==> src/udio_pkg.sv <==
package udio_pkg;
  localparam int CLK_PERIOD_NS = 10;
  localparam logic [7:0] MODE_OFS = 8'h0C;
  localparam logic [7:0] ICFG_OFS = 8'h10;
  localparam logic [7:0] USB_EN_OFS = 8'h14;
  localparam logic [7:0] USB_STAT_OFS = 8'h18;
  localparam logic [7:0] DMA_STAT_OFS = 8'h50;
  localparam logic [7:0] DMA_EN_OFS = 8'h54;
  localparam int MODE_GLEN_BIT = 3;
  localparam int MODE_CLOCK_ALWAYS_ON_BIT = 7;
  localparam int ICFG_STYLE_BIT = 0;
  localparam int ICFG_POL_BIT = 1;
  localparam int ICFG_CTRL_LSB = 2;
  localparam int ICFG_IN_LSB = 4;
  localparam int ICFG_OUT_LSB = 6;
  localparam int CTRL_EV_LSB = 8;
  localparam int IN_EV_LSB = 10;
  localparam int OUT_EV_LSB = 12;
  localparam logic [7:0] MODE_RESET = 8'h00;
  localparam logic [7:0] ICFG_RESET = 8'h54;
  localparam logic [31:0] USB_EN_RESET = 32'h00000000;
  localparam logic [15:0] DMA_EN_RESET = 16'h0000;
  localparam int IRQ_PULSE_NS = 60;
  localparam int IRQ_PULSE_CYCLES =
    (IRQ_PULSE_NS + CLK_PERIOD_NS - 1) / CLK_PERIOD_NS;
  localparam int POR_PULSE_NS = 200;
  localparam int POR_CYCLES = (POR_PULSE_NS + CLK_PERIOD_NS - 1) / CLK_PERIOD_NS;
  localparam int RESET_MIN_US = 500;
  localparam int RESET_MIN_CYCLES = RESET_MIN_US * 1000 / CLK_PERIOD_NS;
  localparam int RESET_SHARE_MS = 2;
  localparam int RESET_SHARE_CYCLES = RESET_SHARE_MS * 1000000 / CLK_PERIOD_NS;
  localparam int POR_CNT_W = 5;
  localparam int PULSE_CNT_W = 3;
  localparam int RST_CNT_W = 18;
  localparam logic [7:0] HCMD_OFS = 8'h00;
  localparam logic [7:0] HADDR_OFS = 8'h04;
  localparam logic [7:0] HWDATA_OFS = 8'h08;
  localparam logic [7:0] HRDATA_OFS = 8'h0C;
  localparam logic [7:0] HSTAT_OFS = 8'h10;
  localparam logic [7:0] HCFG_OFS = 8'h14;
  localparam int CMD_WR_BIT = 0;
  localparam int CMD_RD_BIT = 1;
  localparam int CMD_RST_BIT = 2;
  localparam int STAT_BUSY_BIT = 0;
  localparam int STAT_IRQ_BIT = 1;
  localparam int STAT_RDONE_BIT = 2;
  localparam int STAT_VBUS_BIT = 3;
  typedef enum logic [2:0] {
    HS_IDLE = 3'b000,
    HS_WRITE = 3'b001,
    HS_READ = 3'b010,
    HS_WAIT = 3'b011,
    HS_RESET = 3'b100
  } udio_host_state_type;
endpackage

==> src/udio_if.sv <==
`timescale 1ns/1ps
interface udio_if;
  logic reset_pin_n;
  logic [7:0] addr;
  logic [31:0] wdata;
  logic [3:0] be;
  logic wr;
  logic rd;
  logic [31:0] rdata;
  logic rdata_oe;
  logic rvalid;
  logic irq_pin;
  logic suspend_pin;
  logic dma_request_pin;
  logic dma_request_pin_oe;
  modport dev_mp (
    input reset_pin_n,
    input addr,
    input wdata,
    input be,
    input wr,
    input rd,
    output rdata,
    output rdata_oe,
    output rvalid,
    output irq_pin,
    output suspend_pin,
    output dma_request_pin,
    output dma_request_pin_oe
  );
  modport host_mp (
    output reset_pin_n,
    output addr,
    output wdata,
    output be,
    output wr,
    output rd,
    input rdata,
    input rdata_oe,
    input rvalid,
    input irq_pin,
    input suspend_pin,
    input dma_request_pin,
    input dma_request_pin_oe
  );
endinterface

==> src/udio_device.sv <==
`timescale 1ns/1ps
module udio_device
  import udio_pkg::*;
(
  input wire logic core_clk,
  input wire logic rst_n,
  udio_if.dev_mp link,
  input wire logic [31:0] usb_event,
  input wire logic [15:0] dma_event,
  input wire logic suspend_req,
  input wire logic resume_req,
  input wire logic vbus_sense,
  input wire logic core_power_ok,
  input wire logic power_sharing_mode,
  input wire logic dma_req_in,
  output logic clk_run,
  output logic srp_enable,
  output logic int_reset
);
  logic [7:0] mode_reg;
  logic [7:0] icfg_reg;
  logic [31:0] usb_stat_reg;
  logic [31:0] usb_en_reg;
  logic [15:0] dma_stat_reg;
  logic [15:0] dma_en_reg;
  logic [31:0] rdata_reg;
  logic rdata_oe_reg;
  logic rvalid_reg;
  logic irq_active_reg;
  logic irq_active_next;
  logic irq_pin_reg;
  logic irq_pin_next;
  logic [PULSE_CNT_W-1:0] pulse_cnt_reg;
  logic [PULSE_CNT_W-1:0] pulse_cnt_next;
  logic [POR_CNT_W-1:0] por_cnt_reg;
  logic int_reset_reg;
  logic clk_run_reg;
  logic vbus_prev_reg;
  logic suspend_pin_reg;
  logic dma_req_reg;
  logic dma_req_oe_reg;
  logic srp_en_reg;
  logic power_prev_reg;
  logic pending;
  logic asserted;
  logic [31:0] wmask;
  logic [31:0] usb_clr;
  logic [15:0] dma_clr;

  function automatic logic [31:0] be_mask(input logic [3:0] be);
    logic [31:0] m;
    m = 32'h00000000;
    for (int i = 0; i < 4; i++) begin
      m[i*8 +: 8] = {8{be[i]}};
    end
    return m;
  endfunction

  // per pipe: icfg field bit 0 lets ack events through, bit 1 nak events
  function automatic logic [31:0] pipe_gate(input logic [7:0] cfg);
    logic [31:0] g;
    g = 32'hFFFFFFFF;
    g[CTRL_EV_LSB +: 2] = cfg[ICFG_CTRL_LSB +: 2];
    g[IN_EV_LSB +: 2] = cfg[ICFG_IN_LSB +: 2];
    g[OUT_EV_LSB +: 2] = cfg[ICFG_OUT_LSB +: 2];
    return g;
  endfunction

  function automatic logic wr_hit(input logic w, input logic [7:0] a,
                                  input logic [7:0] ofs);
    return w && (a == ofs);
  endfunction

  assign wmask = be_mask(link.be) & link.wdata;
  assign usb_clr = wr_hit(link.wr, link.addr, USB_STAT_OFS) ?
                   wmask : 32'h00000000;
  assign dma_clr = wr_hit(link.wr, link.addr, DMA_STAT_OFS) ?
                   wmask[15:0] : 16'h0000;

  // power-on reset pulse, restarted on core power return
  always_ff @(posedge core_clk or negedge rst_n) begin
    if (!rst_n) begin
      por_cnt_reg <= POR_CNT_W'(POR_CYCLES);
      power_prev_reg <= 1'b1;
      int_reset_reg <= 1'b1;
    end else begin
      power_prev_reg <= core_power_ok;
      if (core_power_ok && !power_prev_reg) begin
        por_cnt_reg <= POR_CNT_W'(POR_CYCLES);
      end else if (por_cnt_reg != '0) begin
        por_cnt_reg <= por_cnt_reg - 1'b1;
      end
      int_reset_reg <= (por_cnt_reg > POR_CNT_W'(1)) || !power_prev_reg ||
                       !link.reset_pin_n || !core_power_ok;
    end
  end

  // configuration and enable registers
  always_ff @(posedge core_clk or negedge rst_n) begin
    if (!rst_n) begin
      mode_reg <= MODE_RESET;
      icfg_reg <= ICFG_RESET;
      usb_en_reg <= USB_EN_RESET;
      dma_en_reg <= DMA_EN_RESET;
    end else if (int_reset_reg) begin
      mode_reg <= MODE_RESET;
      icfg_reg <= ICFG_RESET;
      usb_en_reg <= USB_EN_RESET;
      dma_en_reg <= DMA_EN_RESET;
    end else begin
      if (wr_hit(link.wr, link.addr, MODE_OFS)) begin
        mode_reg <= link.be[0] ? link.wdata[7:0] : mode_reg;
      end
      if (wr_hit(link.wr, link.addr, ICFG_OFS)) begin
        icfg_reg <= link.be[0] ? link.wdata[7:0] : icfg_reg;
      end
      if (wr_hit(link.wr, link.addr, USB_EN_OFS)) begin
        usb_en_reg <= (usb_en_reg & ~be_mask(link.be)) | wmask;
      end
      if (wr_hit(link.wr, link.addr, DMA_EN_OFS)) begin
        dma_en_reg <= (dma_en_reg & ~{{8{link.be[1]}}, {8{link.be[0]}}}) |
                      wmask[15:0];
      end
    end
  end

  // status: write one to clear by byte lane, a new event wins
  always_ff @(posedge core_clk or negedge rst_n) begin
    if (!rst_n) begin
      usb_stat_reg <= 32'h00000000;
      dma_stat_reg <= 16'h0000;
    end else if (int_reset_reg) begin
      usb_stat_reg <= 32'h00000000;
      dma_stat_reg <= 16'h0000;
    end else begin
      usb_stat_reg <= (usb_stat_reg & ~usb_clr) | usb_event;
      dma_stat_reg <= (dma_stat_reg & ~dma_clr) | dma_event;
    end
  end

  // register reads answer one cycle after the strobe
  always_ff @(posedge core_clk or negedge rst_n) begin
    if (!rst_n) begin
      rdata_reg <= 32'h00000000;
      rvalid_reg <= 1'b0;
      rdata_oe_reg <= 1'b0;
    end else begin
      rvalid_reg <= link.rd && !int_reset_reg;
      rdata_oe_reg <= link.rd && !int_reset_reg && core_power_ok;
      if (link.rd) begin
        unique case (link.addr)
          MODE_OFS: rdata_reg <= {24'h000000, mode_reg};
          ICFG_OFS: rdata_reg <= {24'h000000, icfg_reg};
          USB_EN_OFS: rdata_reg <= usb_en_reg;
          USB_STAT_OFS: rdata_reg <= usb_stat_reg;
          DMA_STAT_OFS: rdata_reg <= {16'h0000, dma_stat_reg};
          DMA_EN_OFS: rdata_reg <= {16'h0000, dma_en_reg};
          default: rdata_reg <= 32'h00000000;
        endcase
      end
    end
  end

  // interrupt pin generation
  always_comb begin
    pending = |(usb_stat_reg & usb_en_reg & pipe_gate(icfg_reg)) ||
              |(dma_stat_reg & dma_en_reg);
    if (!pending) begin
      irq_active_next = 1'b0;
    end else if (mode_reg[MODE_GLEN_BIT]) begin
      irq_active_next = 1'b1;
    end else begin
      irq_active_next = irq_active_reg;
    end
    if (irq_active_next && !irq_active_reg) begin
      pulse_cnt_next = PULSE_CNT_W'(IRQ_PULSE_CYCLES);
    end else if (pulse_cnt_reg != '0) begin
      pulse_cnt_next = pulse_cnt_reg - 1'b1;
    end else begin
      pulse_cnt_next = '0;
    end
    if (icfg_reg[ICFG_STYLE_BIT]) begin
      asserted = pulse_cnt_next != '0;
    end else begin
      asserted = irq_active_next;
    end
    if (!core_power_ok) begin
      irq_pin_next = 1'b0;
    end else begin
      irq_pin_next = icfg_reg[ICFG_POL_BIT] ? asserted : !asserted;
    end
  end

  always_ff @(posedge core_clk or negedge rst_n) begin
    if (!rst_n) begin
      irq_active_reg <= 1'b0;
      pulse_cnt_reg <= '0;
      irq_pin_reg <= 1'b1;
    end else if (int_reset_reg) begin
      irq_active_reg <= 1'b0;
      pulse_cnt_reg <= '0;
      irq_pin_reg <= core_power_ok;
    end else begin
      irq_active_reg <= irq_active_next;
      pulse_cnt_reg <= pulse_cnt_next;
      irq_pin_reg <= irq_pin_next;
    end
  end

  // suspend clock control and bus power wake-up
  always_ff @(posedge core_clk or negedge rst_n) begin
    if (!rst_n) begin
      clk_run_reg <= 1'b1;
      vbus_prev_reg <= 1'b0;
    end else begin
      vbus_prev_reg <= vbus_sense;
      if (int_reset_reg) begin
        clk_run_reg <= 1'b1;
      end else if (!clk_run_reg) begin
        clk_run_reg <= (vbus_sense && !vbus_prev_reg) || resume_req;
      end else if (suspend_req && !mode_reg[MODE_CLOCK_ALWAYS_ON_BIT]) begin
        clk_run_reg <= 1'b0;
      end
    end
  end

  // pin states in sharing mode and session request gating
  always_ff @(posedge core_clk or negedge rst_n) begin
    if (!rst_n) begin
      suspend_pin_reg <= 1'b0;
      dma_req_reg <= 1'b0;
      dma_req_oe_reg <= 1'b0;
      srp_en_reg <= 1'b0;
    end else begin
      suspend_pin_reg <= !core_power_ok || !clk_run_reg;
      dma_req_reg <= dma_req_in && !int_reset_reg;
      dma_req_oe_reg <= core_power_ok && !int_reset_reg;
      srp_en_reg <= !power_sharing_mode && !int_reset_reg;
    end
  end

  assign link.rdata = rdata_reg;
  assign link.rdata_oe = rdata_oe_reg;
  assign link.rvalid = rvalid_reg;
  assign link.irq_pin = irq_pin_reg;
  assign link.suspend_pin = suspend_pin_reg;
  assign link.dma_request_pin = dma_req_reg;
  assign link.dma_request_pin_oe = dma_req_oe_reg;
  assign clk_run = clk_run_reg;
  assign srp_enable = srp_en_reg;
  assign int_reset = int_reset_reg;
endmodule

==> src/flat_wrapper.sv <==
// flat-port wrapper written by rule: the top's interface ports become plain ports
module udio_device_flat import udio_pkg::*;
  (core_clk, rst_n, usb_event, dma_event, suspend_req, resume_req, vbus_sense, core_power_ok, power_sharing_mode, dma_req_in, clk_run, srp_enable, int_reset, link_reset_pin_n, link_addr, link_wdata, link_be, link_wr, link_rd, link_rdata, link_rdata_oe, link_rvalid, link_irq_pin, link_suspend_pin, link_dma_request_pin, link_dma_request_pin_oe);
  udio_if link_i ();
  input wire logic core_clk;
  input wire logic rst_n;
  input wire logic [31:0] usb_event;
  input wire logic [15:0] dma_event;
  input wire logic suspend_req;
  input wire logic resume_req;
  input wire logic vbus_sense;
  input wire logic core_power_ok;
  input wire logic power_sharing_mode;
  input wire logic dma_req_in;
  output logic clk_run;
  output logic srp_enable;
  output logic int_reset;
  input wire logic [$bits(link_i.reset_pin_n)-1:0] link_reset_pin_n;
  input wire logic [$bits(link_i.addr)-1:0] link_addr;
  input wire logic [$bits(link_i.wdata)-1:0] link_wdata;
  input wire logic [$bits(link_i.be)-1:0] link_be;
  input wire logic [$bits(link_i.wr)-1:0] link_wr;
  input wire logic [$bits(link_i.rd)-1:0] link_rd;
  output wire logic [$bits(link_i.rdata)-1:0] link_rdata;
  output wire logic [$bits(link_i.rdata_oe)-1:0] link_rdata_oe;
  output wire logic [$bits(link_i.rvalid)-1:0] link_rvalid;
  output wire logic [$bits(link_i.irq_pin)-1:0] link_irq_pin;
  output wire logic [$bits(link_i.suspend_pin)-1:0] link_suspend_pin;
  output wire logic [$bits(link_i.dma_request_pin)-1:0] link_dma_request_pin;
  output wire logic [$bits(link_i.dma_request_pin_oe)-1:0] link_dma_request_pin_oe;
  assign link_i.reset_pin_n = link_reset_pin_n;
  assign link_i.addr = link_addr;
  assign link_i.wdata = link_wdata;
  assign link_i.be = link_be;
  assign link_i.wr = link_wr;
  assign link_i.rd = link_rd;
  assign link_rdata = link_i.rdata;
  assign link_rdata_oe = link_i.rdata_oe;
  assign link_rvalid = link_i.rvalid;
  assign link_irq_pin = link_i.irq_pin;
  assign link_suspend_pin = link_i.suspend_pin;
  assign link_dma_request_pin = link_i.dma_request_pin;
  assign link_dma_request_pin_oe = link_i.dma_request_pin_oe;
  udio_device u_core (.core_clk(core_clk), .rst_n(rst_n), .link(link_i), .usb_event(usb_event), .dma_event(dma_event), .suspend_req(suspend_req), .resume_req(resume_req), .vbus_sense(vbus_sense), .core_power_ok(core_power_ok), .power_sharing_mode(power_sharing_mode), .dma_req_in(dma_req_in), .clk_run(clk_run), .srp_enable(srp_enable), .int_reset(int_reset));
endmodule
==> config.mk <==
export PLATFORM = sky130hd
export DESIGN_NAME = udio_device_flat
export DESIGN_NICKNAME = d
export VERILOG_FILES = /design/src/udio_pkg.sv /design/src/udio_if.sv /design/src/udio_device.sv /design/src/flat_wrapper.sv
export SDC_FILE = /design/constraint.sdc
export NUM_CORES = 1
export LEC_CHECK = 0
export ABC_AREA = 1
export ABC_CLOCK_PERIOD_IN_PS = 4520
export BUFFER_PORTS_ARGS = -buffer_cell sky130_fd_sc_hd__buf_2
export CAP_MARGIN = 20
export CELL_PAD_IN_SITES_DETAIL_PLACEMENT = 0
export CELL_PAD_IN_SITES_GLOBAL_PLACEMENT = 1
export CORE_MARGIN = 2
export CORE_UTILIZATION = 35
export DETAILED_ROUTE_END_ITERATION = 16
export MAX_ROUTING_LAYER = met4
export PLACE_DENSITY = 0.72
export SYNTH_ARGS = -nofsm -noshare
export SYNTH_HDL_FRONTEND = slang
export SYNTH_SLANG_ARGS = --single-unit
==> constraint.sdc <==
create_clock -name core_clk -period 4.52 [get_ports core_clk]
set_clock_uncertainty 0.05 [all_clocks]
set_input_delay 0.452 -clock core_clk [delete_from_list [all_inputs] [get_ports core_clk]]
set_output_delay 0.452 -clock core_clk [all_outputs]
set_load 0.005 [all_outputs]
Word level (Yosys, flattened, before mapping). Cells that the tools add are included.

Output and inout bits: 41. Input bits: 103. Word-level logic and storage cells: 119. Flip-flop bits (word level): 164.

Equal/unequal tests: 6. $add $sub $neg: 2. Reduce and logical (&&, ||, !) cells: 44. Bitwise logic cells: 16. Mux-type cells: 29. Magnitude comparators: 1.

Operator list (count): $pmux W32 S6 (1); $and A32 B32 Y32 (5); $mux W32 (4); $mux W16 (4); $not A32 Y32 (2); $or A32 B32 Y32 (2); $and A16 B16 Y16 (3); $mux W8 (5); $not A16 Y16 (2); $or A16 B16 Y16 (2); $reduce_or A32 Y1 (1); $eq A8 B5 Y1 const B (3); $eq A8 B7 Y1 const B (2); $reduce_or A16 Y1 (1); $logic_and A1 B1 Y1 (15); $reduce_bool A2 Y1 (6); $logic_not A1 Y1 (10); $mux W1 (10); $mux W5 (2); $mux W3 (3); $eq A8 B4 Y1 const B (1); $logic_or A1 B1 Y1 (6); $reduce_bool A3 Y1 (2); $gt A5 B1 Y1 const B (1); other kinds (4) (5).

Depth between registers and ports, before layout. Gate-level depths: netlist of run 1.

Depth after elaboration: 13. Mapped depth: 12. Gate-level depth less buffers: 12.

Worst setup path before layout of run 1. No wires, ideal clock.

Kind: input -> register. Start: input link_addr[7]. End: register u_core.usb_stat_reg[13]. Setup slack: 2809 ps. Setup time: 136 ps. Data required time: 4334 ps. Arrival time: 1525 ps. Path buffers: 1. Cell stages on the path: 8. Path through: or2_1 > nor2_4 > nand3_1 > nor2_4 > nand2_1 > buf_2 > o21ai_1 > a21oi_1.

Word-level cells in the longest chain between the ends: 7.

Ends and longest elaborated chain: start: declaration (RTL line flat_wrapper.sv:19) `input wire logic [$bits(link_i.addr)-1:0] link_addr;`; $eq A8 B5 Y1 (RTL line udio_device.sv:71) `return w && (a == ofs);`; $logic_and A1 B1 Y1 (RTL line udio_device.sv:71); $mux W32 (RTL line udio_device.sv:75) `assign usb_clr = wr_hit(link.wr, link.addr, USB_STAT_OFS) ?`; $not A32 Y32 (RTL line udio_device.sv:136) `usb_stat_reg <= (usb_stat_reg & ~usb_clr) | usb_event;`; $and A32 B32 Y32 (RTL line udio_device.sv:136); $or A32 B32 Y32 (RTL line udio_device.sv:136); $mux W32 (RTL line udio_device.sv:132) `end else if (int_reset_reg) begin`; end signal: assignment (RTL line udio_device.sv:136); end: declaration (RTL line udio_device.sv:22) `logic [31:0] usb_stat_reg;`.

No other way between the ends. A chain may end at the register's enable or synchronous reset.

Final worst setup path of run 1.
Start: register u_core.int_reset_reg, in the netlist u_core.int_reset. End: register u_core.usb_en_reg[25].

Word-level cells in the longest chain between the ends: 1. Elaborated cells between the ends (all ways): 2. Those cells by class: 1 x mux; 1 x reduce/logical.

Ends and longest elaborated chain: start: declaration (RTL line udio_device.sv:36) `logic int_reset_reg;`; start signal: assignment (RTL line udio_device.sv:93) `int_reset_reg <= (por_cnt_reg > POR_CNT_W'(1)) || !power_prev_reg ||`; $mux W32 / $reduce_bool A2 Y1 (equally long branches); end signal: assignment (RTL line udio_device.sv:118) `usb_en_reg <= (usb_en_reg & ~be_mask(link.be)) | wmask;`; end: declaration (RTL line udio_device.sv:23) `logic [31:0] usb_en_reg;`.

Parallel ways exist; a longest one is shown, timed or not.

==> metrics.md, run 1 <==
| Metric | Value |
|---|---|
| Status | `complete, but fails checks` |
| Failing checks | `negative hold slack` |
| CTS max path bufs | `2` |
| Peak Freq | `410.3 MHz` |
| Sum of negative setup slack | `0 ns` |
| Mapped Nets | `1040` |
| I/O Buffers | `143` |
| Post-layout util | `42.52%` |
| I/O pin total | `144` |
| Initial DRC Count | `447` |
| Tot Pwr | `3.249 mW` |
| Yosys cell types | `35` |
| Reg2reg path depth | `4` |
| CP max FO | `37` |
| Die area | `22980 µm²` |
| Area delta synth->final | `20.58%` |
| Number of flops mapped to enable cells by yosys | `0` |
| Hold WC Path Type | `input pin to asynchronous set/reset pin` |
| FF-to-FF Start | `u_core.int_reset` |
| Final HPWL DP | `16070 µm` |
| Area contributors post-synth | `dfrtp_1 51%, nand2_1 13%, inv_1 6.2%, o21ai_0 4.5%, o22ai_1 4.2%` |
| Fin worst setup slack | `2.083 ns` |
| Vias | `6823` |
| Seq/Total Area, Yosys | `53.97%` |
| DRC | `0` |
| Fraction of registers with async set/reset | `100.0%` |
| Flop2flop setup slack | `2.08 ns` |
| CP arrival | `2.67 ns` |
| Period minus WS final | `2.437 ns` |
| Die Width | `151.6 µm` |
| Filler Cells Inserted | `2279` |
| Reg area | `4115 µm²` |
| Starting Density | `35.27%` |
| Vias in the first global route | `6753` |
| Leakage | `4.603 nW` |
| MaxCap Viol Count | `0` |
| Final setup violation count | `0` |
| Placer Congestion | `0.8448` |
| Cell count after synthesis | `932` |
| Ys flop type | `dfrtp_1` |
| Root buffer cell | `clkbuf_16` |
| N_diodes | `0` |
| CP Launch Type | `flop` |
| Clock slew at reported path FFs | `0.07 ns` |
| Chip height | `151.6 µm` |
| # nets final | `1174` |
| Antenna viol nets, final | `0` |
| Hold_buf cts | `0` |
| YS warnings | `0` |
| Top cell type's share of synthesized area | `50.87%` |
| Post-CTS setup buffers | `0` |
| Worst-Skew Late Latency | `0.43 ns` |
| Mapped Area | `7625 µm²` |
| Layout cells sized above 1 | `19.37%` |
| Final hold slack | `-0.006640 ns` |
| Max VDD drop | `0.2285 mV` |
| Total GRT Usage | `21.93%` |
| TritonCTS buffer count | `17` |
| Worst slew pin tran | `1.050 ns` |
| Cell area power density | `353.4 nW/µm²` |
| Pins Over Slew Limit | `0` |
| Commonest cells post-synth | `259 x nand2_1, 155 x dfrtp_1, 125 x inv_1, 69 x o21ai_0, 63 x a21oi_1` |
| Most common cell in the netlist | `nand2_1` |
| Required time of the critical path | `4.75 ns` |
| Initial antenna violation count | `0` |
| Final Hold Viols | `1` |
| Mapped Avg Cell Area | `8.181 µm²` |
| Slew Limit Headroom | `30.03%` |
| H-tree levels | `4` |
| Final critical-path share of the clock period | `53.92%` |
| GR Overflow Total | `0` |
| Setup WS pre-CTS | `1.721 ns` |
| Leading area contributor after synthesis | `dfrtp_1` |
| R2r endpoint | `u_core.usb_en_reg[25]` |
| DR pass1 iterations | `7` |
| Core area | `21620 µm²` |
| Final WL | `23590 µm` |
| WS Path Type | `flop to flop` |
| Row count | `54` |
| CP Capture Type | `flop` |
| First-pass GRT wire length | `36940 µm` |
| Vias per cell | `5.021` |
| Synthesized flop and latch total | `164` |
| WL/cell | `17.36 µm` |
| RSZ-0062 raised after global routing | `no` |
| Largest net degree at the start of global routing | `85` |
| CTS tree | `yes` |
| Gates resized, CTS repair | `0` |
| Area of the multi-input gates | `2859 µm²` |
| Clk sinks | `164` |
how the worst max path moves through the flow:
stage,startpoint,endpoint,slack [ns],cells after the start
2_1_floorplan,link_addr[7],u_core.usb_stat_reg[13],2.81,8
3_3_place_gp,link_addr[7],u_core.usb_stat_reg[31],1.81,10
3_5_place_dp,link_addr[7],u_core.usb_stat_reg[31],1.72,10
4_1_cts,u_core.int_reset,u_core.usb_en_reg[25],2.02,4
5_1_grt,u_core.int_reset,u_core.usb_en_reg[25],1.93,4
6_report,u_core.int_reset,u_core.usb_en_reg[25],2.08,4
cell families after synthesis:
kind of cell | Yosys count | synth area share [%]
and+or+nand+nor | 347 | 18.43
AOI/OAI and AO/OA | 247 | 18.25
buffers and inverters | 169 | 8.533
DFF | 164 | 53.97
adders and majority gates | 5 | 0.8205
where the power goes:
group,total (mW),leakage [nW],switching [mW],internal [mW]
logic,0.248,2.07,0.163,0.0857
registers,1.54,2.24,0.0308,1.51
clock network,1.46,0.294,0.580,0.877
total,3.25,4.60,0.774,2.48
placed cells by master (no fill, tap or decap), drive strengths merged, types with 2 or more instances in the layout:
cell type,netlist,final
a21oi,63,63
a221oi,12,12
a31oi,2,2
buf,13,152
bufinv,0,3
clkbuf,24,21
clkinv,1,9
dfrtp,155,155
dfstp,9,9
ha,5,5
inv,131,131
nand2,262,262
nand3,26,26
nand4,3,3
nor2,47,47
nor3,7,7
o2111ai,2,2
o211ai,2,2
o21ai,111,111
o22ai,51,51
layout make-up:
class	count	area share (%)
clock buffers	21	4.899
inverters	132	5.389
clock inverters	11	1.456
flip-flops and latches	164	44.76
well taps	280	3.811
multi-input cells	599	31.10
repair buffers	152	8.587
through the flow:
stage / cell area (µm²) / cells
final: 9194 / 1359
after global routing: 9194 / 1359
after CTS: 9194 / 1359
after detailed placement: 8610 / 1327
after global placement: 8610 / 1327
after floorplan: 7625 / 932
critical path: stages, from the launching register on:
cell and delay, ns:
dfstp_2 1.08, inv_1 0.08, buf_4 0.29, nand2_2 0.59, o22ai_1 0.18
routing by layer:
layer	up-vias	part of all wire, %	GRT usage (%)	routed length [µm]
met4	0	1.6	5.093	376
li1	3326	-	-	-
met2	204	47	34.98	11060
met5	-	0	-	0
met1	3263	46	29.37	10920
met3	30	5.3	3.952	1239
Note: power is estimated with default switching activity, not from simulation.
==> run 2, diff against run 1 <==
--- a/config.mk
+++ b/config.mk
@@ -5,8 +5,8 @@
 export SDC_FILE = /design/constraint.sdc
 export NUM_CORES = 1
 export LEC_CHECK = 0
-export ABC_AREA = 1
-export ABC_CLOCK_PERIOD_IN_PS = 4520
+export ABC_AREA = 0
+export ABC_CLOCK_PERIOD_IN_PS = 2390
 export BUFFER_PORTS_ARGS = -buffer_cell sky130_fd_sc_hd__buf_2
 export CAP_MARGIN = 20
 export CELL_PAD_IN_SITES_DETAIL_PLACEMENT = 0
@@ -15,7 +15,7 @@
 export CORE_UTILIZATION = 35
 export DETAILED_ROUTE_END_ITERATION = 16
 export MAX_ROUTING_LAYER = met4
-export PLACE_DENSITY = 0.72
+export PLACE_DENSITY = 0.69
 export SYNTH_ARGS = -nofsm -noshare
 export SYNTH_HDL_FRONTEND = slang
 export SYNTH_SLANG_ARGS = --single-unit
==> constraint.sdc (replaced) <==
create_clock -name core_clk -period 2.39 [get_ports core_clk]
set_clock_uncertainty 0.05 [all_clocks]
set_input_delay 0.239 -clock core_clk [delete_from_list [all_inputs] [get_ports core_clk]]
set_output_delay 0.239 -clock core_clk [all_outputs]
set_load 0.005 [all_outputs]
==> run 2 against run 1 <==
- via count down 6.2%
- fmax up 4.8%
- sequential power up 89%
- the run now ends clean
- combinational power up 110%
==> metrics.md, run 2 <==
| Metric | Value |
|---|---|
| Post-layout util | `47.16%` |
| Clk network pwr share | `43.5%` |
| Vias | `6399` |
| Total GRT Usage | `21.86%` |
| Yosys cell types | `50` |
| Seq/Total Area, Yosys | `54.41%` |
| Chip height | `151.0 µm` |
| Post-synthesis simple-gate area fraction | `14.62%` |
| Final critical-path share of the clock period | `97.31%` |
| P_sw | `1.447 mW` |
| Multiplexer share of the synthesized area | `11.38%` |
| Setup WS pre-CTS | `-0.1598 ns` |
| # nets final | `1052` |
| Tot Pwr | `6.085 mW` |
| Leakage | `4.486 nW` |
| Core area | `21090 µm²` |
| CP Launch Type | `flop` |
| Internal | `4.638 mW` |
| WS Path Type | `flop to flop` |
| I/O Buffers | `143` |
| Top cell type's share of synthesized area | `51.28%` |
| Comb power frac | `8.6%` |
| Max VDD drop | `0.4871 mV` |
| CP max FO | `3` |
| Net Sw Frac | `23.78%` |
| Flop pwr share | `47.8%` |
| Required time of the critical path | `2.68 ns` |
| Row count | `53` |
| Vias per cell | `5.198` |
| Fin worst setup slack | `0.06438 ns` |
| I/O pin total | `144` |
| Area delta synth->final | `31.48%` |
| Most frequent CP cell | `a221oi_2` |
| Commonest cells post-synth | `155 x dfrtp_1, 127 x nor2_1, 77 x mux2i_1, 61 x a21oi_1, 50 x nand2_1` |
| Peak Freq | `430.0 MHz` |
| Cell area power density | `611.9 nW/µm²` |
| Largest net degree at the start of global routing | `65` |
| Area contributors post-synth | `dfrtp_1 51%, mux2i_1 10%, nor2_1 6.3%, a21oi_1 4.0%, dfstp_2 3.1%` |
| WL/cell | `19.18 µm` |
| Adder-Cell Fraction of Synth Area | `0.8271%` |
| Initial antenna violation count | `0` |
| Most common cell after layout, fill and taps aside | `dfrtp_1` |
| YS warnings | `0` |
| Clock slew at reported path FFs | `0.06 ns` |
| Flop2flop setup slack | `0.06 ns` |
| Finished Layout Cells | `1231` |
| CP Capture Type | `flop` |
| Cell count after synthesis | `734` |
| Starting Density | `35.87%` |
| GR Overflow Total | `0` |
| Worst-Skew Late Latency | `0.42 ns` |
| Placed cells | `1159` |
| Compound-cell area share of the yosys netlist | `14.46%` |
| Die area | `22800 µm²` |
| Hold WC Path Type | `input pin to flop` |
| MaxCap Viol Count | `0` |
| Number of flops mapped to enable cells by yosys | `0` |
| RSZ-0062 raised after global routing | `yes` |
| Design area | `9945 µm²` |
| Most common cell in the netlist | `dfrtp_1` |
| Mapped Nets | `842` |
| Final setup violation count | `0` |
| Status | `finished clean` |
| Period minus WS final | `2.326 ns` |
| Final Hold Viols | `0` |
| CTS max path bufs | `2` |
| Placed Area | `8895 µm²` |
| H-tree levels | `4` |
| Clk sinks | `164` |
| Most frequent cells in the layout | `155 x dfrtp_1, 142 x buf_2, 127 x nor2_1, 77 x mux2i_1, 61 x a21oi_1` |
| DR pass1 iterations | `5` |
| First-pass GRT wire length | `36050 µm` |
| CTS tree | `yes` |
| Vias in the first global route | `6179` |
| Final HPWL DP | `17070 µm` |
| N_diodes | `0` |
| DRC | `0` |
| Slew Limit Headroom | `57.26%` |
| Root buffer cell | `clkbuf_16` |
| CP peak stage delay | `0.63 ns` |
| Critical-path cell list | `a22o_1, a221oi_2, buf_4, nand4_1, or4_4, a221oi_2, a211oi_2` |
| Synth Area in XOR/XNOR | `0.2316%` |
| Layout cells sized above 1 | `26.88%` |
| Mapped Avg Cell Area | `10.30 µm²` |
| Initial DRC Count | `514` |
| Pins Over Slew Limit | `0` |
| Leading area contributor after synthesis | `dfrtp_1` |
| Antenna viol nets, final | `0` |
| CP arrival | `2.62 ns` |
| Synthesized flop and latch total | `164` |
| Die Width | `151.0 µm` |
| Worst slew pin tran | `0.6410 ns` |
| Slowest cell on the critical path | `or4_4` |
| Fraction of registers with async set/reset | `100.0%` |
| Final WL | `23610 µm` |
| Placer Congestion | `0.8751` |
| Mapped Area | `7564 µm²` |
| Largest family of logic cells by synthesized area | `simple AND/OR/NAND/NOR gates` |
| TritonCTS buffer count | `17` |
| Ys flop type | `dfrtp_1` |
## run 2: area by class of cell
cell class / count / area, µm²
fillers: 2013 / 11140
inverters: 32 / 120.1
clock buffers: 21 / 450.4
well taps: 275 / 344.1
repair buffers: 233 / 1575
flip-flops and latches: 164 / 4119
multi-input cells: 496 / 3227
clock inverters: 10 / 108.9
## run 2: per-layer routing
metal	track usage (%)	vias to the layer above	part of all wire, %
met5	-	-	0
met4	7.897	0	2.5
met3	3.102	32	4.2
met2	31.66	182	45
met1	31.34	3144	49
li1	-	3041	-
## run 2: final timing paths
check / cells after the start / end / startpoint
worst max register to register: 7 / u_core.link.irq_pin / u_core.usb_en_reg[6]
worst min-delay path: 3 / u_core.usb_stat_reg[27] / usb_event[27]
min in group asynchronous: 2 / u_core.usb_stat_reg[6] / rst_n
max in group asynchronous: 3 / u_core.link.irq_pin / rst_n
worst max-delay path: 7 / u_core.link.irq_pin / u_core.usb_en_reg[6]
worst min register to register: 1 / u_core.link.suspend_pin / u_core.clk_run
## run 2: what timing repair did
action / CTS / global route
hold endpoints to repair: 92 / 0
hold buffers: 41 / 0
resized for setup: 2 / 11
buffers inserted: 0 / 0
pin swaps: 0 / 3
endpoints found under the setup margin: 2 / 2
## run 2: kinds of logic (layout without fill, tap and decap cells)
group,Yosys count,count (layout)
flops,164,164
compound gates,164,164
xor+xnor,2,2
buf+inv,74,296
fa+ha+maj,5,5
simple gates,240,240
mux,85,85
## run 2: power by group through the flow
stage | combinational [mW] | clock, mW | sequential, mW
2_1_floorplan | 0.220 | 0 | 2.94
3_3_place_gp | 0.480 | 0 | 2.96
3_5_place_dp | 0.480 | 0 | 2.96
4_1_cts | 0.533 | 2.71 | 2.91
5_1_grt | 0.589 | 2.84 | 2.92
6_report | 0.526 | 2.65 | 2.91
## run 2: worst max-delay path: cells and delay by family, from the launching register on
family | cells | cell delay, ns
AOI/OAI and AO/OA | 4 | 0.85
buffers and inverters | 1 | 0.18
DFF | 1 | 0.39
and+or+nand+nor | 2 | 0.79
## run 2: stage by stage
step           hold slack, ns  setup TNS [ns]
6_report              0.01503               0
5_1_grt              0.005095        -0.03634
4_1_cts              0.001247               0
3_5_place_dp           0.2117         -0.2056
3_3_place_gp           0.2117         -0.1555
2_1_floorplan         -0.1066               0
==> run 3, diff against run 2 <==
--- a/config.mk
+++ b/config.mk
@@ -6,7 +6,7 @@
 export NUM_CORES = 1
 export LEC_CHECK = 0
 export ABC_AREA = 0
-export ABC_CLOCK_PERIOD_IN_PS = 2390
+export ABC_CLOCK_PERIOD_IN_PS = 2800
 export BUFFER_PORTS_ARGS = -buffer_cell sky130_fd_sc_hd__buf_2
 export CAP_MARGIN = 20
 export CELL_PAD_IN_SITES_DETAIL_PLACEMENT = 0
==> constraint.sdc (replaced) <==
create_clock -name core_clk -period 2.8 [get_ports core_clk]
set_clock_uncertainty 0.05 [all_clocks]
set_input_delay 0.28 -clock core_clk [delete_from_list [all_inputs] [get_ports core_clk]]
set_output_delay 0.28 -clock core_clk [all_outputs]
set_load 0.005 [all_outputs]
==> run 3 against run 2 <==
- total power is 12% lower
- register-to-register slack better by 0.25 ns
- wire length is 2.0% lower
- die area stayed put
- critical path type unchanged
- utilization is 2.3 points lower
- sequential share of layout area is 2.2 points higher
==> metrics.md, run 3 (same netlist as run 2, synthesis figures left out) <==
| Metric | Value |
|---|---|
| Initial DRC Count | `469` |
| Slowest cell on the critical path | `or4_1` |
| Filler Cells Inserted | `2083` |
| I/O pin total | `144` |
| Slew Limit Headroom | `53.41%` |
| CP Buf/Inv Count | `0` |
| H-tree levels | `4` |
| # nets final | `1006` |
| Final hold slack | `0.009660 ns` |
| Layout cells sized above 1 | `25.36%` |
| Area delta synth->final | `24.93%` |
| Clk network pwr share | `45.9%` |
| CP Launch Point | `u_core.usb_en_reg[19]` |
| TritonCTS buffer count | `17` |
| Required time of the critical path | `3.05 ns` |
| Most common cell after layout, fill and taps aside | `dfrtp_1` |
| Most frequent cells in the layout | `155 x dfrtp_1, 142 x buf_2, 127 x nor2_1, 77 x mux2i_1, 61 x a21oi_1` |
| Peak Freq | `401.6 MHz` |
| CP Launch Type | `flop` |
| WS Path Type | `flop to flop` |
| Largest net degree at the start of global routing | `74` |
| CP max FO | `3` |
| Internal | `4.056 mW` |
| Final critical-path share of the clock period | `88.92%` |
| Core area | `21090 µm²` |
| Hold WC Path Type | `input pin to flop` |
| Worst setup endpoint | `u_core.pulse_cnt_reg[0]` |
| Leakage | `4.256 nW` |
| Total GRT Usage | `21.35%` |
| WL/cell | `19.50 µm` |
| Final HPWL DP | `16800 µm` |
| CTS max path bufs | `2` |
| MaxCap Viol Count | `0` |
| Comb power frac | `7.7%` |
| Initial antenna violation count | `1` |
| Final Hold Viols | `0` |
| Final WL | `23150 µm` |
| Antenna viol nets, final | `0` |
| Worst slew pin tran | `0.6989 ns` |
| Vias per cell | `5.287` |
| Status | `finished clean` |
| Placer Congestion | `0.8395` |
| Starting Density | `35.87%` |
| FF-to-FF Start | `u_core.usb_en_reg[19]` |
| Period minus WS final | `2.490 ns` |
| Reg2reg path depth | `5` |
| DR pass1 iterations | `5` |
| Placed Area | `8725 µm²` |
| I/O Buffers | `143` |
| Sum of negative setup slack | `0 ns` |
| Post-CTS setup buffers | `0` |
| GR Overflow Total | `0` |
| Placed cells | `1143` |
| Critical-path cell list | `a22o_1, a221oi_1, nand4_1, or4_1, a2111oi_1` |
| DRC | `0` |
| RSZ-0062 raised after global routing | `no` |
| Chip height | `151.0 µm` |
| CP arrival | `2.74 ns` |
| Design area | `9449 µm²` |
| Cell family with most CP delay | `compound AO/OA/AOI/OAI gates` |
| WP depth | `5` |
| Clock slew at reported path FFs | `0.07 ns` |
| Net Sw Frac | `24.09%` |
| Cell area power density | `565.4 nW/µm²` |
| P_sw | `1.287 mW` |
| CP peak stage delay | `0.62 ns` |
| Finished Layout Cells | `1187` |
| CTS tree | `yes` |
| Flop2flop setup slack | `0.31 ns` |
| Worst-Skew Late Latency | `0.43 ns` |
| Die Width | `151.0 µm` |
| Vias in the first global route | `6044` |
| Root buffer cell | `clkbuf_16` |
| Pins Over Slew Limit | `0` |
| Flop pwr share | `46.4%` |
| R2r endpoint | `u_core.pulse_cnt_reg[0]` |
| Clk sinks | `164` |
| Row count | `53` |
| Max VDD drop | `0.3659 mV` |
| Final setup violation count | `0` |
| CP Capture Type | `flop` |
| Die area | `22800 µm²` |
| First-pass GRT wire length | `35220 µm` |
| Vias | `6276` |
## run 3: changes by cell type in the layout (fill, tap and decap cells not counted), sizes merged
cell	before	now
clkinv	6	3
diode	0	1
buf	192	176
clkinvlp	2	4
dlygate4sd3	41	11
inv	32	33
bufinv	2	3
## run 3: timing repair
item / 4_1_cts / 5_1_grt
hold buffers: 10 / 1
endpoints found under the hold margin: 32 / 1
resized for setup: 0 / 0
## run 3: final cells by class
type	count	area [µm²]	share of cell area [%]
multi-input combinational	496	3147	33.30
clock inverter	11	151.4	1.602
tap	275	344.1	3.641
timing repair buffer	187	1105	11.69
antenna	1	2.502	0.02648
inverter	32	120.1	1.271
sequential	164	4119	43.59
clock buffer	21	460.4	4.873
## run 3: worst min path at each step
stage	cells past startpoint	end	start	slack (ns)
finish	3	u_core.usb_stat_reg[31]	usb_event[31]	0.01
global route	2	u_core.link.dma_request_pin	dma_req_in	0.004
CTS	3	u_core.usb_stat_reg[8]	usb_event[8]	0.00009
detailed placement	1	u_core.srp_enable	rst_n	0.12
global placement	1	u_core.usb_stat_reg[6]	rst_n	0.12
floorplan	0	u_core.dma_en_reg[0]	rst_n	-0.07
## run 3: worst min-delay path, stage by stage
cell and delay, ns:
buf_2 0.07, a21oi_1 0.03, nor2_1 0.07
## run 3: routing by layer
layer  vias to the layer above  wire (µm)  global-route usage [%]
li1                       2949          -                       -
met1                      3098      10850                   30.24
met2                       206      10380                   30.50
met4                         0        397                   6.776
met5                         -          0                       -
met3                        23       1516                   4.759
## run 3: per-stage QoR
step	power, mW	util [%]	setup slack (ns)
after floorplan	2.701	-	0.7463
after global placement	2.930	41.37	0.2644
after detailed placement	2.930	41.37	0.2104
after CTS	5.392	44.75	0.3484
after global routing	5.561	44.81	0.2491
final	5.343	44.81	0.3101
## run 3: power by group through the flow
stage	clock (mW)	sequential (mW)	combinational [mW]
finish	2.45	2.48	0.410
global placement	0	2.52	0.407
detailed placement	0	2.52	0.407
floorplan	0	2.51	0.188
global route	2.61	2.49	0.467
CTS	2.49	2.48	0.419
